`src/shared/usi_pkg.sv`:
```
package usi_pkg;
   // register addresses on the i/o port
   localparam logic [5:0] ADDR_CONTROL = 6'h0d;
   localparam logic [5:0] ADDR_STATUS = 6'h0e;
   localparam logic [5:0] ADDR_DATA = 6'h0f;
   localparam logic [5:0] ADDR_BUFFER = 6'h10;
   // control field positions
   localparam int CTL_START_IE = 7;
   localparam int CTL_OVF_IE = 6;
   localparam int CTL_WIRE_HI = 5;
   localparam int CTL_WIRE_LO = 4;
   localparam int CTL_CS_HI = 3;
   localparam int CTL_CS_LO = 2;
   localparam int CTL_SOFT_CLK = 1;
   localparam int CTL_TOGGLE = 0;
   // status field positions
   localparam int ST_START = 7;
   localparam int ST_OVF = 6;
   localparam int ST_STOP = 5;
   localparam int ST_COLL = 4;
   localparam int ST_CNT_HI = 3;
   // reset values
   localparam logic [7:0] CONTROL_RESET = 8'h00;
   localparam logic [7:0] STATUS_RESET = 8'h00;
   localparam logic [7:0] DATA_RESET = 8'h00;
   // wire modes and clock sources
   localparam logic [1:0] WIRE_OFF = 2'h0;
   localparam logic [1:0] WIRE_THREE = 2'h1;
   localparam logic [1:0] WIRE_TWO = 2'h2;
   localparam logic [1:0] WIRE_TWO_HOLD = 2'h3;
   localparam logic [1:0] CS_SOFT = 2'h0;
   localparam logic [1:0] CS_TIMER = 2'h1;
   localparam logic [3:0] CNT_MAX = 4'hf;
   localparam int SYNC_STAGES = 2;
   typedef enum logic [1:0] {HOLD_IDLE, HOLD_WAIT_FALL, HOLD_LOW} hold_state_t;
endpackage : usi_pkg

```
`src/logic/usi_bus_condition.sv`:
```
`timescale 1ns/1ps
module usi_bus_condition (
   // clock and reset
   input wire logic i_clk,
   input wire logic i_rst,
   // synchronised line state
   input wire logic i_enable,
   input wire logic i_scl,
   input wire logic i_sda_rise,
   input wire logic i_sda_fall,
   // detected conditions, one-cycle pulses
   output logic o_start,
   output logic o_stop
);
   logic start;
   logic stop;
   logic next_start;
   logic next_stop;

   // data moving while clock high marks a bus condition
   always_comb begin
      next_start = i_enable & i_scl & i_sda_fall;
      next_stop = i_enable & i_scl & i_sda_rise;
   end

   always_ff @(posedge i_clk) begin
      if (i_rst) begin
         start <= 1'b0;
         stop <= 1'b0;
      end else begin
         start <= next_start;
         stop <= next_stop;
      end
   end

   assign o_start = start;
   assign o_stop = stop;
endmodule : usi_bus_condition

```
`src/logic/usi_core.sv`:
```
// What this block does
// RULE1: external clock counts on both pin edges
// RULE2: overflow pulse chains counter into companion timer
// RULE3: preset counter overflows on one external edge
// RULE4: data writes win over a coincident shift
// RULE5: shift left per selected clock source
// RULE6: data pin driven from latched msb
// RULE7: latch open first half, or always internally
// RULE8: open latch passes newly written msb
// RULE9: inputs still clock with wires disabled
// RULE10: start flag on start or clock edges
// RULE11: start flag interrupts, wakes, cleared by one
// RULE12: overflow flag on wrap, wakes idle only
// RULE13: overflow cleared by one or buffer read
// RULE14: stop flag on stop, no interrupt
// RULE15: collision when msb differs from data pin
// RULE16: counter readable and writable in status
// RULE17: counter clocked by selected source
// RULE18: toggle strobe clocks counter when selected
// RULE19: control register layout, reset zero
// RULE20: status register layout, reset zero
// RULE21: pending flag interrupts once enables set
// RULE22: wire mode selects outputs and holds
// RULE23: soft strobe clocks shift and counter
// RULE24: counter write wins over increment
`timescale 1ns/1ps
module usi_core
   import usi_pkg::*;
(
   // clock and reset
   input wire logic I_CORE_CLK,
   input wire logic I_SYS_RST,
   // i/o register port
   input wire logic [5:0] I_IO_ADDR,
   input wire logic [7:0] I_IO_WDATA,
   input wire logic I_IO_WE,
   input wire logic I_IO_RE,
   output logic [7:0] O_IO_RDATA,
   // processor side
   input wire logic I_GLOBAL_INT_EN,
   input wire logic I_TIMER_MATCH,
   output logic O_START_IRQ,
   output logic O_OVF_IRQ,
   output logic O_WAKE_ANY,
   output logic O_WAKE_IDLE,
   output logic O_COUNTER_OVF,
   output logic O_CLOCK_TOGGLE,
   // serial pins
   input wire logic I_SERIAL_IN_PIN,
   input wire logic I_SERIAL_CLOCK_PIN,
   output logic O_DATA_OUT,
   output logic O_DATA_OUT_EN,
   output logic O_SDA_OUT,
   output logic O_SDA_OE_N,
   output logic O_SCL_OUT,
   output logic O_SCL_OE_N
);
   import usi_pkg::*;

   logic [1:0] pin_level;
   logic [1:0] pin_rise;
   logic [1:0] pin_fall;
   logic sda_level;
   logic scl_level;
   logic scl_edge;
   logic start_det;
   logic stop_det;

   // control state
   logic start_int_enable;
   logic ovf_int_enable;
   logic [1:0] wire_select;
   logic [1:0] clock_source_select;
   logic ext_soft_sel;
   logic next_start_int_enable;
   logic next_ovf_int_enable;
   logic [1:0] next_wire_select;
   logic [1:0] next_clock_source_select;
   logic next_ext_soft_sel;

   // data path state
   logic start_cond_flag;
   logic counter_ovf_flag;
   logic stop_cond_flag;
   logic [3:0] counter_value;
   logic [7:0] shift_data_register;
   logic [7:0] receive_buffer_register;
   logic out_latch;
   logic ovf_pulse;
   logic toggle_pulse;
   logic [7:0] rdata;
   hold_state_t hold_state;
   logic next_start_cond_flag;
   logic next_counter_ovf_flag;
   logic next_stop_cond_flag;
   logic [3:0] next_counter_value;
   logic [7:0] next_shift_data_register;
   logic [7:0] next_receive_buffer_register;
   logic next_out_latch;
   logic next_ovf_pulse;
   logic next_toggle_pulse;
   logic [7:0] next_rdata;
   hold_state_t next_hold_state;

   // decoded strobes
   logic ctl_wr;
   logic st_wr;
   logic dat_wr;
   logic buf_rd;
   logic soft_stb;
   logic tog_stb;
   logic [1:0] eff_cs;
   logic eff_soft_sel;
   logic shift_clk;
   logic cnt_clk;
   logic ovf_evt;
   logic two_wire;
   logic transparent;
   logic collision;
   logic scl_hold;

   function automatic logic hit(input logic [5:0] addr, input logic [5:0] reg_addr);
      hit = (addr == reg_addr);
   endfunction : hit

   // index 0 is data line, index 1 is clock line
   usi_pin_sync #(
      .WIDTH(2)
   ) u_sync (
      .i_clk(I_CORE_CLK),
      .i_rst(I_SYS_RST),
      .i_pins({I_SERIAL_CLOCK_PIN, I_SERIAL_IN_PIN}),
      .o_level(pin_level),
      .o_rise(pin_rise),
      .o_fall(pin_fall)
   );

   assign sda_level = pin_level[0];
   assign scl_level = pin_level[1];
   assign scl_edge = pin_rise[1] | pin_fall[1]; // RULE1
   assign two_wire = wire_select[1];

   usi_bus_condition u_cond (
      .i_clk(I_CORE_CLK),
      .i_rst(I_SYS_RST),
      .i_enable(two_wire), // RULE22
      .i_scl(scl_level),
      .i_sda_rise(pin_rise[0]),
      .i_sda_fall(pin_fall[0]),
      .o_start(start_det),
      .o_stop(stop_det)
   );

   // register writes and clock source selection
   always_comb begin
      ctl_wr = I_IO_WE & hit(I_IO_ADDR, ADDR_CONTROL);
      st_wr = I_IO_WE & hit(I_IO_ADDR, ADDR_STATUS);
      dat_wr = I_IO_WE & hit(I_IO_ADDR, ADDR_DATA);
      buf_rd = I_IO_RE & hit(I_IO_ADDR, ADDR_BUFFER);
      soft_stb = ctl_wr & I_IO_WDATA[CTL_SOFT_CLK];
      tog_stb = ctl_wr & I_IO_WDATA[CTL_TOGGLE];
      // a control write takes effect together with its own strobes
      eff_cs = ctl_wr ? I_IO_WDATA[CTL_CS_HI:CTL_CS_LO] : clock_source_select;
      eff_soft_sel = ctl_wr ? (I_IO_WDATA[CTL_CS_HI] & I_IO_WDATA[CTL_SOFT_CLK]) : ext_soft_sel;
      next_start_int_enable = start_int_enable;
      next_ovf_int_enable = ovf_int_enable;
      next_wire_select = wire_select;
      next_clock_source_select = clock_source_select;
      next_ext_soft_sel = ext_soft_sel;
      if (ctl_wr) begin
         next_start_int_enable = I_IO_WDATA[CTL_START_IE]; // RULE19
         next_ovf_int_enable = I_IO_WDATA[CTL_OVF_IE]; // RULE19
         next_wire_select = I_IO_WDATA[CTL_WIRE_HI:CTL_WIRE_LO]; // RULE19
         next_clock_source_select = I_IO_WDATA[CTL_CS_HI:CTL_CS_LO]; // RULE19
         next_ext_soft_sel = eff_soft_sel; // RULE18
      end
      case (eff_cs)
         CS_SOFT: begin
            shift_clk = soft_stb; // RULE23
            cnt_clk = soft_stb; // RULE23
         end
         CS_TIMER: begin
            shift_clk = I_TIMER_MATCH; // RULE5
            cnt_clk = I_TIMER_MATCH; // RULE17
         end
         default: begin
            // bit 0 of the source picks the sampling edge
            shift_clk = eff_cs[0] ? pin_fall[1] : pin_rise[1]; // RULE5 RULE9
            cnt_clk = eff_soft_sel ? tog_stb : scl_edge; // RULE1 RULE17 RULE18 RULE9
         end
      endcase
   end

   always_ff @(posedge I_CORE_CLK) begin
      if (I_SYS_RST) begin
         start_int_enable <= CONTROL_RESET[CTL_START_IE];
         ovf_int_enable <= CONTROL_RESET[CTL_OVF_IE];
         wire_select <= CONTROL_RESET[CTL_WIRE_HI:CTL_WIRE_LO];
         clock_source_select <= CONTROL_RESET[CTL_CS_HI:CTL_CS_LO];
         ext_soft_sel <= CONTROL_RESET[CTL_SOFT_CLK];
      end else begin
         start_int_enable <= next_start_int_enable;
         ovf_int_enable <= next_ovf_int_enable;
         wire_select <= next_wire_select;
         clock_source_select <= next_clock_source_select;
         ext_soft_sel <= next_ext_soft_sel;
      end
   end

   // counter, shifter, flags, latch and clock hold
   always_comb begin
      ovf_evt = cnt_clk & ~st_wr & (counter_value == CNT_MAX); // RULE3 RULE12
      next_counter_value = counter_value;
      if (st_wr) begin
         next_counter_value = I_IO_WDATA[ST_CNT_HI:0]; // RULE16 RULE24
      end else if (cnt_clk) begin
         next_counter_value = counter_value + 4'h1; // RULE17
      end
      next_shift_data_register = shift_data_register;
      if (dat_wr) begin
         next_shift_data_register = I_IO_WDATA; // RULE4
      end else if (shift_clk) begin
         next_shift_data_register = {shift_data_register[6:0], sda_level}; // RULE5
      end
      next_receive_buffer_register = ovf_evt ? next_shift_data_register : receive_buffer_register;
      // hardware set wins over a clear in the same cycle
      next_start_cond_flag = (two_wire & start_det) // RULE10
         | (~two_wire & clock_source_select[1] & ~ext_soft_sel & scl_edge) // RULE10
         | (start_cond_flag & ~(st_wr & I_IO_WDATA[ST_START])); // RULE11
      next_counter_ovf_flag = ovf_evt // RULE12
         | (counter_ovf_flag & ~(st_wr & I_IO_WDATA[ST_OVF]) & ~buf_rd); // RULE13
      next_stop_cond_flag = (two_wire & stop_det) // RULE14
         | (stop_cond_flag & ~(st_wr & I_IO_WDATA[ST_STOP])); // RULE14
      // open in the half before the sampling edge, or always when internal
      transparent = ~clock_source_select[1] | (clock_source_select[0] ? scl_level : ~scl_level); // RULE7
      next_out_latch = transparent ? next_shift_data_register[7] : out_latch; // RULE6 RULE8
      next_ovf_pulse = ovf_evt; // RULE2
      next_toggle_pulse = tog_stb;
      next_hold_state = hold_state;
      case (hold_state)
         HOLD_IDLE: begin
            if (two_wire & start_det) begin
               next_hold_state = HOLD_WAIT_FALL;
            end
         end
         HOLD_WAIT_FALL: begin
            if (!next_start_cond_flag) begin
               next_hold_state = HOLD_IDLE; // RULE11
            end else if (pin_fall[1]) begin
               next_hold_state = HOLD_LOW;
            end
         end
         HOLD_LOW: begin
            if (!next_start_cond_flag || !two_wire) begin
               next_hold_state = HOLD_IDLE; // RULE11
            end
         end
         default: begin
            next_hold_state = HOLD_IDLE;
         end
      endcase
      next_rdata = rdata;
      if (I_IO_RE) begin
         case (I_IO_ADDR)
            ADDR_CONTROL: next_rdata = {start_int_enable, ovf_int_enable, wire_select,
               clock_source_select, 2'h0}; // RULE19
            ADDR_STATUS: next_rdata = {start_cond_flag, counter_ovf_flag, stop_cond_flag,
               collision, counter_value}; // RULE20 RULE16
            ADDR_DATA: next_rdata = shift_data_register; // RULE4
            ADDR_BUFFER: next_rdata = receive_buffer_register;
            default: next_rdata = 8'h00;
         endcase
      end
   end

   always_ff @(posedge I_CORE_CLK) begin
      if (I_SYS_RST) begin
         start_cond_flag <= STATUS_RESET[ST_START];
         counter_ovf_flag <= STATUS_RESET[ST_OVF];
         stop_cond_flag <= STATUS_RESET[ST_STOP];
         counter_value <= STATUS_RESET[ST_CNT_HI:0];
         shift_data_register <= DATA_RESET;
         receive_buffer_register <= DATA_RESET;
         out_latch <= DATA_RESET[7];
         ovf_pulse <= 1'b0;
         toggle_pulse <= 1'b0;
         rdata <= 8'h00;
         hold_state <= HOLD_IDLE;
      end else begin
         start_cond_flag <= next_start_cond_flag;
         counter_ovf_flag <= next_counter_ovf_flag;
         stop_cond_flag <= next_stop_cond_flag;
         counter_value <= next_counter_value;
         shift_data_register <= next_shift_data_register;
         receive_buffer_register <= next_receive_buffer_register;
         out_latch <= next_out_latch;
         ovf_pulse <= next_ovf_pulse;
         toggle_pulse <= next_toggle_pulse;
         rdata <= next_rdata;
         hold_state <= next_hold_state;
      end
   end

   // only meaningful in two-wire mode, but always visible
   assign collision = shift_data_register[7] ^ sda_level; // RULE15
   assign scl_hold = (hold_state == HOLD_LOW)
      | ((wire_select == WIRE_TWO_HOLD) & counter_ovf_flag); // RULE22 RULE13

   assign O_IO_RDATA = rdata;
   // levels follow the flags, so a flag pending at enable fires at once
   assign O_START_IRQ = start_cond_flag & start_int_enable & I_GLOBAL_INT_EN; // RULE11 RULE21
   assign O_OVF_IRQ = counter_ovf_flag & ovf_int_enable & I_GLOBAL_INT_EN; // RULE12 RULE21
   assign O_WAKE_ANY = start_cond_flag & start_int_enable; // RULE11
   assign O_WAKE_IDLE = counter_ovf_flag & ovf_int_enable; // RULE12
   assign O_COUNTER_OVF = ovf_pulse; // RULE2
   assign O_CLOCK_TOGGLE = toggle_pulse;
   assign O_DATA_OUT = out_latch; // RULE6
   assign O_DATA_OUT_EN = (wire_select == WIRE_THREE); // RULE22
   // open-drain lines only ever pull low
   assign O_SDA_OUT = 1'b0;
   assign O_SDA_OE_N = ~(two_wire & ~out_latch); // RULE6 RULE22
   assign O_SCL_OUT = 1'b0;
   assign O_SCL_OE_N = ~(two_wire & scl_hold); // RULE22
endmodule : usi_core

```
`src/logic/usi_pin_sync.sv`:
```
`timescale 1ns/1ps
module usi_pin_sync #(
   parameter int WIDTH = 2
) (
   // clock and reset
   input wire logic i_clk,
   input wire logic i_rst,
   // raw pins
   input wire logic [WIDTH-1:0] i_pins,
   // synchronised levels and edges
   output logic [WIDTH-1:0] o_level,
   output logic [WIDTH-1:0] o_rise,
   output logic [WIDTH-1:0] o_fall
);
   logic [WIDTH-1:0] meta;
   logic [WIDTH-1:0] level;
   logic [WIDTH-1:0] prev;

   // first stage feeds only the second stage
   always_ff @(posedge i_clk) begin
      if (i_rst) begin
         meta <= '0;
         level <= '0;
         prev <= '0;
      end else begin
         meta <= i_pins;
         level <= meta;
         prev <= level;
      end
   end

   assign o_level = level;
   assign o_rise = level & ~prev;
   assign o_fall = ~level & prev;
endmodule : usi_pin_sync

```
`config.mk`:
```
export PLATFORM = sky130hd
export DESIGN_NAME = usi_core
export DESIGN_NICKNAME = d
export VERILOG_FILES = /design/src/shared/usi_pkg.sv /design/src/logic/usi_bus_condition.sv /design/src/logic/usi_core.sv /design/src/logic/usi_pin_sync.sv
export SDC_FILE = /design/constraint.sdc
export NUM_CORES = 1
export LEC_CHECK = 0
export BUFFER_PORTS_ARGS = -buffer_cell sky130_fd_sc_hd__clkbuf_2
export CORE_MARGIN = 3
export CORE_UTILIZATION = 55
export DETAILED_ROUTE_END_ITERATION = 10
export GPL_ROUTABILITY_DRIVEN = 0
export PLACE_DENSITY = 0.78
export SYNTH_ARGS = -nofsm -noshare
export SYNTH_HDL_FRONTEND = slang
export SYNTH_SLANG_ARGS = --single-unit
```
`constraint.sdc`:
```
create_clock -name I_CORE_CLK -period 2.9 [get_ports I_CORE_CLK]
set_clock_uncertainty 0.05 [all_clocks]
set_input_delay 0.435 -clock I_CORE_CLK [delete_from_list [all_inputs] [get_ports I_CORE_CLK]]
set_output_delay 0.435 -clock I_CORE_CLK [all_outputs]
set_load 0.01 [all_outputs]
```
=== Word level (Yosys, flattened, before mapping) ===
Index checks and enable logic that the tools add are counted.

* Eq/ne operators: 13
* Mux-type cells: 17
* Reduce and logical (&&, ||, !) cells: 7
* Bitwise operators: 55
* Add/sub/neg operators: 1

{| class="wikitable"
|+ Operator list
! cell !! count
|-
| $pmux 8 s4 || 1
|-
| $and 1x1->1 || 31
|-
| $eq 6x4->1 const B || 3
|-
| $mux 8 || 2
|-
| $not 1->1 || 12
|-
| $mux 2 || 5
|-
| $mux 4 || 2
|-
| $or 1x1->1 || 7
|-
| $eq 2x1->1 const B || 3
|-
| $eq 6x5->1 const B || 1
|-
| $pmux 2 s3 || 1
|-
| $add 4x1->4 const B || 1
|-
| $and 2x2->2 || 2
|-
| $eq 2x2->1 const B || 2
|-
| $eq 4x4->1 const B || 1
|-
| $logic_not 2->1 || 2
|-
| $mux 1 || 4
|-
| $ne 2x2->1 const B || 2
|-
| $not 2->2 || 2
|-
| $pmux 1 s2 || 2
|-
| $ne 3x3->1 const B || 1
|-
| $reduce_and 3->1 || 1
|-
| $logic_not 1->1 || 2
|-
| $reduce_bool 2->1 || 1
|-
| other kinds (2) || 2
|}

* Output and inout port bits: 20
* Register bits: 51
* Bits of input ports: 22

=== Logic depth before layout (Yosys ltp) ===
* Depth after elaboration: 10
* Mapped depth: 9
* Depth with buffers taken out: 8

=== Hierarchy ===
From an unflattened synthesis, not the netlist that was laid out.

* Cell total of the unflattened synthesis: 299
* Area total of the unflattened synthesis: 2608.8 µm²

{| class="wikitable"
|+ Modules (own cells, without submodules)
! module !! area an instance (µm²) !! cells an instance !! times used
|-
| usi_core || 2366.0 || 279 || 1
|-
| usi_pin_sync || 182.7 || 16 || 1
|-
| usi_bus_condition || 60.1 || 4 || 1
|}

=== Worst setup path before layout ===
No wires, ideal clock.

* Path type: input to register
* Start: input I_IO_ADDR[4]
* End: register receive_buffer_register[0]
* Path slack: 618 ps
* Cell stages on the path: 7
* Arrival: 2111 ps
* Library setup time: 121 ps
* Path through: and4bb_4 > nand2_4 > mux2_4 > or2_1 > buf_6 > o311a_4 > mux2_2

* Longest elaborated chain between the ends: 7
* Elaborated cells on any way between the ends: 21
* Classes of those cells: eq/ne: 4; mux: 8; bitwise: 8; reduce/logical: 1

{| class="wikitable"
|+ RTL lines
! item !! RTL line !! source
|-
| start: declaration || usi_core.sv:34 || <nowiki>input wire logic [5:0] I_IO_ADDR,</nowiki>
|-
| $eq 6x4->1 || usi_core.sv:123 || <nowiki>hit = (addr == reg_addr);</nowiki>
|-
| $and 1x1->1 || usi_core.sv:156 || <nowiki>ctl_wr = I_IO_WE & hit(I_IO_ADDR, ADDR_CONTROL);</nowiki>
|-
| $mux 2 (tied with other cells) || -- ||
|-
| $eq 2x1->1 (tied with other cells) || usi_core.sv:177 || <nowiki>case (eff_cs)</nowiki>
|-
| $pmux 1 s2 || usi_core.sv:177 ||
|-
| $mux 8 / $and 1x1->1 (equally long branches) || usi_core.sv:222, usi_core.sv:212 ||
|-
| $mux 8 / $and 1x1->1 (equally long branches) || usi_core.sv:220, usi_core.sv:212 ||
|-
| end signal: assignment || usi_core.sv:295 || <nowiki>receive_buffer_register <= next_receive_buffer_register;</nowiki>
|-
| end: declaration || usi_core.sv:87 || <nowiki>logic [7:0] receive_buffer_register;</nowiki>
|}

Parallel ways exist; a longest one is shown, timed or not.
A chain may end at the register's enable or synchronous reset.

=== Worst setup path in the final report ===
* Start: register u_sync.level[1], in the netlist u_sync.o_level[1]
* End: register out_latch, in the netlist O_DATA_OUT

* Longest elaborated chain between the ends: 6
* Elaborated cells on any way between the ends: 10
* Classes of those cells: mux: 5; bitwise: 5

{| class="wikitable"
|+ RTL lines
! item !! RTL line !! source
|-
| start: declaration || usi_pin_sync.sv:16 || <nowiki>logic [WIDTH-1:0] level;</nowiki>
|-
| start signal: assignment || usi_pin_sync.sv:27 || <nowiki>level <= meta;</nowiki>
|-
| $not 2->2 || usi_pin_sync.sv:34 || <nowiki>assign o_fall = ~level & prev;</nowiki>
|-
| $and 2x2->2 || usi_pin_sync.sv:34 ||
|-
| $mux 1 || usi_core.sv:188 || <nowiki>shift_clk = eff_cs[0] ? pin_fall[1] : pin_rise[1];</nowiki>
|-
| $pmux 1 s2 || usi_core.sv:177 ||
|-
| $mux 8 || usi_core.sv:222 || <nowiki>end else if (shift_clk) begin</nowiki>
|-
| $mux 8 || usi_core.sv:220 || <nowiki>if (dat_wr) begin</nowiki>
|-
| end signal: assignment || usi_core.sv:284 || <nowiki>out_latch <= DATA_RESET[7];</nowiki>
|-
| end signal: assignment || usi_core.sv:296 || <nowiki>out_latch <= next_out_latch;</nowiki>
|-
| end: declaration || usi_core.sv:88 || <nowiki>logic out_latch;</nowiki>
|}

Parallel ways exist; a longest one is shown, timed or not.

==> flow_metrics.tcl <==
set metrics [dict create \
    final-setup-viol-count 0 \
    vias 2267 \
    ant_nets 0 \
    hold_violations 0 \
    holdWs_ns 0.286 \
    ys_warn_count 0 \
    switching_share 0.250 \
    status "completed" \
    finalNetCount 364 \
    wl_per_cell_um 15.8 \
    n_fill_cell 367 \
    syn2layout_area_growth_pct 13.6 \
    crit_fanout 9 \
    p_leak_nw 1.20 \
    grt_overflow 0 \
    clkLatencyLatePin_ns 0.31 \
    async_flop_share 0 \
    cts_max_path_buffers 2 \
    grt_util_all_layers 0.237 \
    slowest_delay_ns 0.53 \
    synth.distinct_cells 45 \
    powerDensity_nw_per_um2 414 \
    synth-simple-area-share 0.267 \
    synth_edf_count 0 \
    vdd_drop_max_v 0.000249 \
    rsz0062_at_grt "false" \
    route.met2.wl_mm 2.97 \
    ys_seq_elements 51 \
    combPwrFrac 0.072 \
    drive_above_1_share 0.221 \
    cts_post_setup_buffers_inserted 0 \
    final_cell_mix "52 x nor2_1, 51 x dfxtp_1, 39 x clkbuf_2" \
    top_layer "met4" \
    cts_sinks 51 \
    drv_slew 0 \
    die_width_um 74.6 \
    syn_area_per_cell_um2 8.69 \
    cts_resized 0 \
    io_pins 42 \
    synth_compound_area_frac 0.188 \
    slowest_stage "a2bb2oi_1" \
    dieArea_um2 5570 \
    clock.fmax_mhz 407 \
    p_seq_frac 0.584 \
    root_buffer "clkbuf_8" \
    cts_buffers 5 \
    grt_pass1_wl_mm 10.1 \
    finalNonFillerCells 392 \
    antenna_found_initial 0 \
    initial_utilization 0.583 \
    ys_seq_area_frac 0.394 \
    dp_cells 384 \
    fin_crit_sh 0.848 \
    synthCells 298 \
    max_slew_margin 0.487 \
    vias_per_cell 5.78 \
    coreArea_um2 4440 \
    portBuffers 39 \
    grt_pass1_vias 2136 \
    switchingPower_mw 0.305 \
    drt_first_pass_iters 5 \
    layout_commonest_cell "nor2_1" \
    critPathLaunchType "flop" \
    power_frac_clock 0.344 \
    netlist_area_um2 2590 \
    max-cap-violations 0 \
    clk_pin_slew_ns 0.10 \
    cp.arrival_ns 2.65 \
    criticalPathCategory "reg2reg" \
    wl_met1_mm 2.72 \
    dr_wl_met3_um 333 \
    synth_ff_type "dfxtp_1" \
    antenna_cells 0 \
    total_power_mw 1.22 \
    dp_hpwl_mm 4.43 \
    power.internal_mw 0.913 \
    rows 24 \
    critical_path.cell_chain "inv_1 > ha_1 > nand2_1 > a211oi_1 > a2bb2oi_1 > or2_1 > o311ai_1 > mux2i_1" \
    cts_tree "built" \
    setup_tns_ns 0 \
    synth-adder-area-share 0.0145 \
    drt_wl_total_mm 6.18 \
    hold_path.class "in2reg" \
    die_height_um 74.6 \
    grt_max_degree 29 \
    synth_top_family_by_area "simple AND/OR/NAND/NOR gates" \
    synth.mux.area_fraction 0.0826 \
    synth_xor_area_frac 0.0169 \
    drtIter0Drc 214 \
    cts.hold.buffers_added 0 \
    cp_num_buf_inv 1 \
    drc 0 \
    crit_family "compound AO/OA/AOI/OAI gates" \
    htree_levels 2 \
    period_needed_ns 2.46 \
    endpoint_kind "flop" \
    worst_slew_pin_slew_ns 0.769 \
    required_ns 3.09 \
]
## area by class of cell
class	instances	area (um^2)	share of cell area
Clock buffer	5	68.8	0.0234
Clock inverter	3	23.8	0.00808
Inverter	5	18.8	0.00638
Multi-Input combinational cell	228	1480	0.504
Sequential cell	51	1020	0.347
Tap cell	52	65.1	0.0221
Timing Repair Buffer	48	263	0.0893
## worst reg2reg max path, delay by kind of cell (launching register included)
kind | cells | cell delay [ns]
compound gates | 3 | 0.94
simple gates | 2 | 0.57
flops | 1 | 0.35
fa+ha+maj | 1 | 0.23
mux | 1 | 0.17
buf+inv | 1 | 0.08
## kinds of logic (layout without fill, tap and decap cells)
family	after synthesis	count (layout)
other cells	1	2
simple gates	139	139
buf+inv	20	61
compound gates	59	59
xor+xnor	5	5
flops	51	51
fa+ha+maj	3	3
mux	20	20
## state kept, by name, indices dropped and copies added, names as in the netlist, 2 cells and up
name / flops
clock_source_select: 2
hold_state: 2
wire_select: 2
u_sync.o_level: 2
counter_value: 4
receive_buffer_register: 8
u_sync.meta: 2
u_sync.prev: 2
shift_data_register: 8
O_IO_RDATA: 8
## synth_stat cells, types with 2 or more instances
cell type / n / share of area
a221o_1: 6 / 0.023
o21ai_0: 12 / 0.023
nor2_1: 52 / 0.075
mux2_2: 7 / 0.030
buf_1: 2 / 0.0029
ha_1: 3 / 0.014
nand2_1: 29 / 0.042
a211oi_1: 5 / 0.014
nor3b_1: 3 / 0.0087
nor2b_1: 22 / 0.053
buf_4: 2 / 0.0058
nor3_1: 4 / 0.0077
mux2i_1: 12 / 0.046
nand2b_1: 7 / 0.017
a22oi_1: 3 / 0.0087
dfxtp_1: 51 / 0.39
or3_1: 3 / 0.0072
inv_1: 5 / 0.0072
xor2_1: 4 / 0.014
nand3_1: 4 / 0.0077
clkbuf_1: 10 / 0.014
and3_1: 3 / 0.0072
o2bb2ai_1: 2 / 0.0068
o311a_4: 7 / 0.057
and2_1: 3 / 0.0072
a21oi_1: 18 / 0.035
## through the flow
step	util	instance area, um^2	setup WS [ns]
after detailed placement	0.641	2850	0.309
after CTS	0.662	2940	0.445
after global placement	0.641	2850	0.353
after global routing	0.662	2940	0.233
after floorplan	-	2590	0.618
final	0.662	2940	0.441
## power groups by stage
stage	logic, mW	clock network [mW]	registers [mW]
detailed placement	0.0859	0	0.727
CTS	0.0865	0.427	0.711
global placement	0.0847	0	0.727
floorplan	0.0486	0	0.725
finish	0.0872	0.419	0.711
global route	0.0958	0.455	0.712
## layer usage
metal / GRT usage / vias up
li1: - / 1111
met1: 0.311 / 1056
met2: 0.391 / 79
met3: 0.0360 / 21
met4: 0.0929 / 0
met5: 0 / -
## worst paths after layout
| path | from | end | slack (ns) | cells after the start |
|---|---|---|---|---|
| hold / removal | I_SERIAL_IN_PIN | u_sync.meta[0] | 0.29 | 2 |
| setup reg to reg | u_sync.o_level[1] | O_DATA_OUT | 0.44 | 8 |
| setup / recovery | u_sync.o_level[1] | O_DATA_OUT | 0.44 | 8 |
| hold reg to reg | u_sync.prev[0] | u_cond.o_stop | 0.37 | 1 |
No activity file was read; power rests on OpenSTA's default activity.
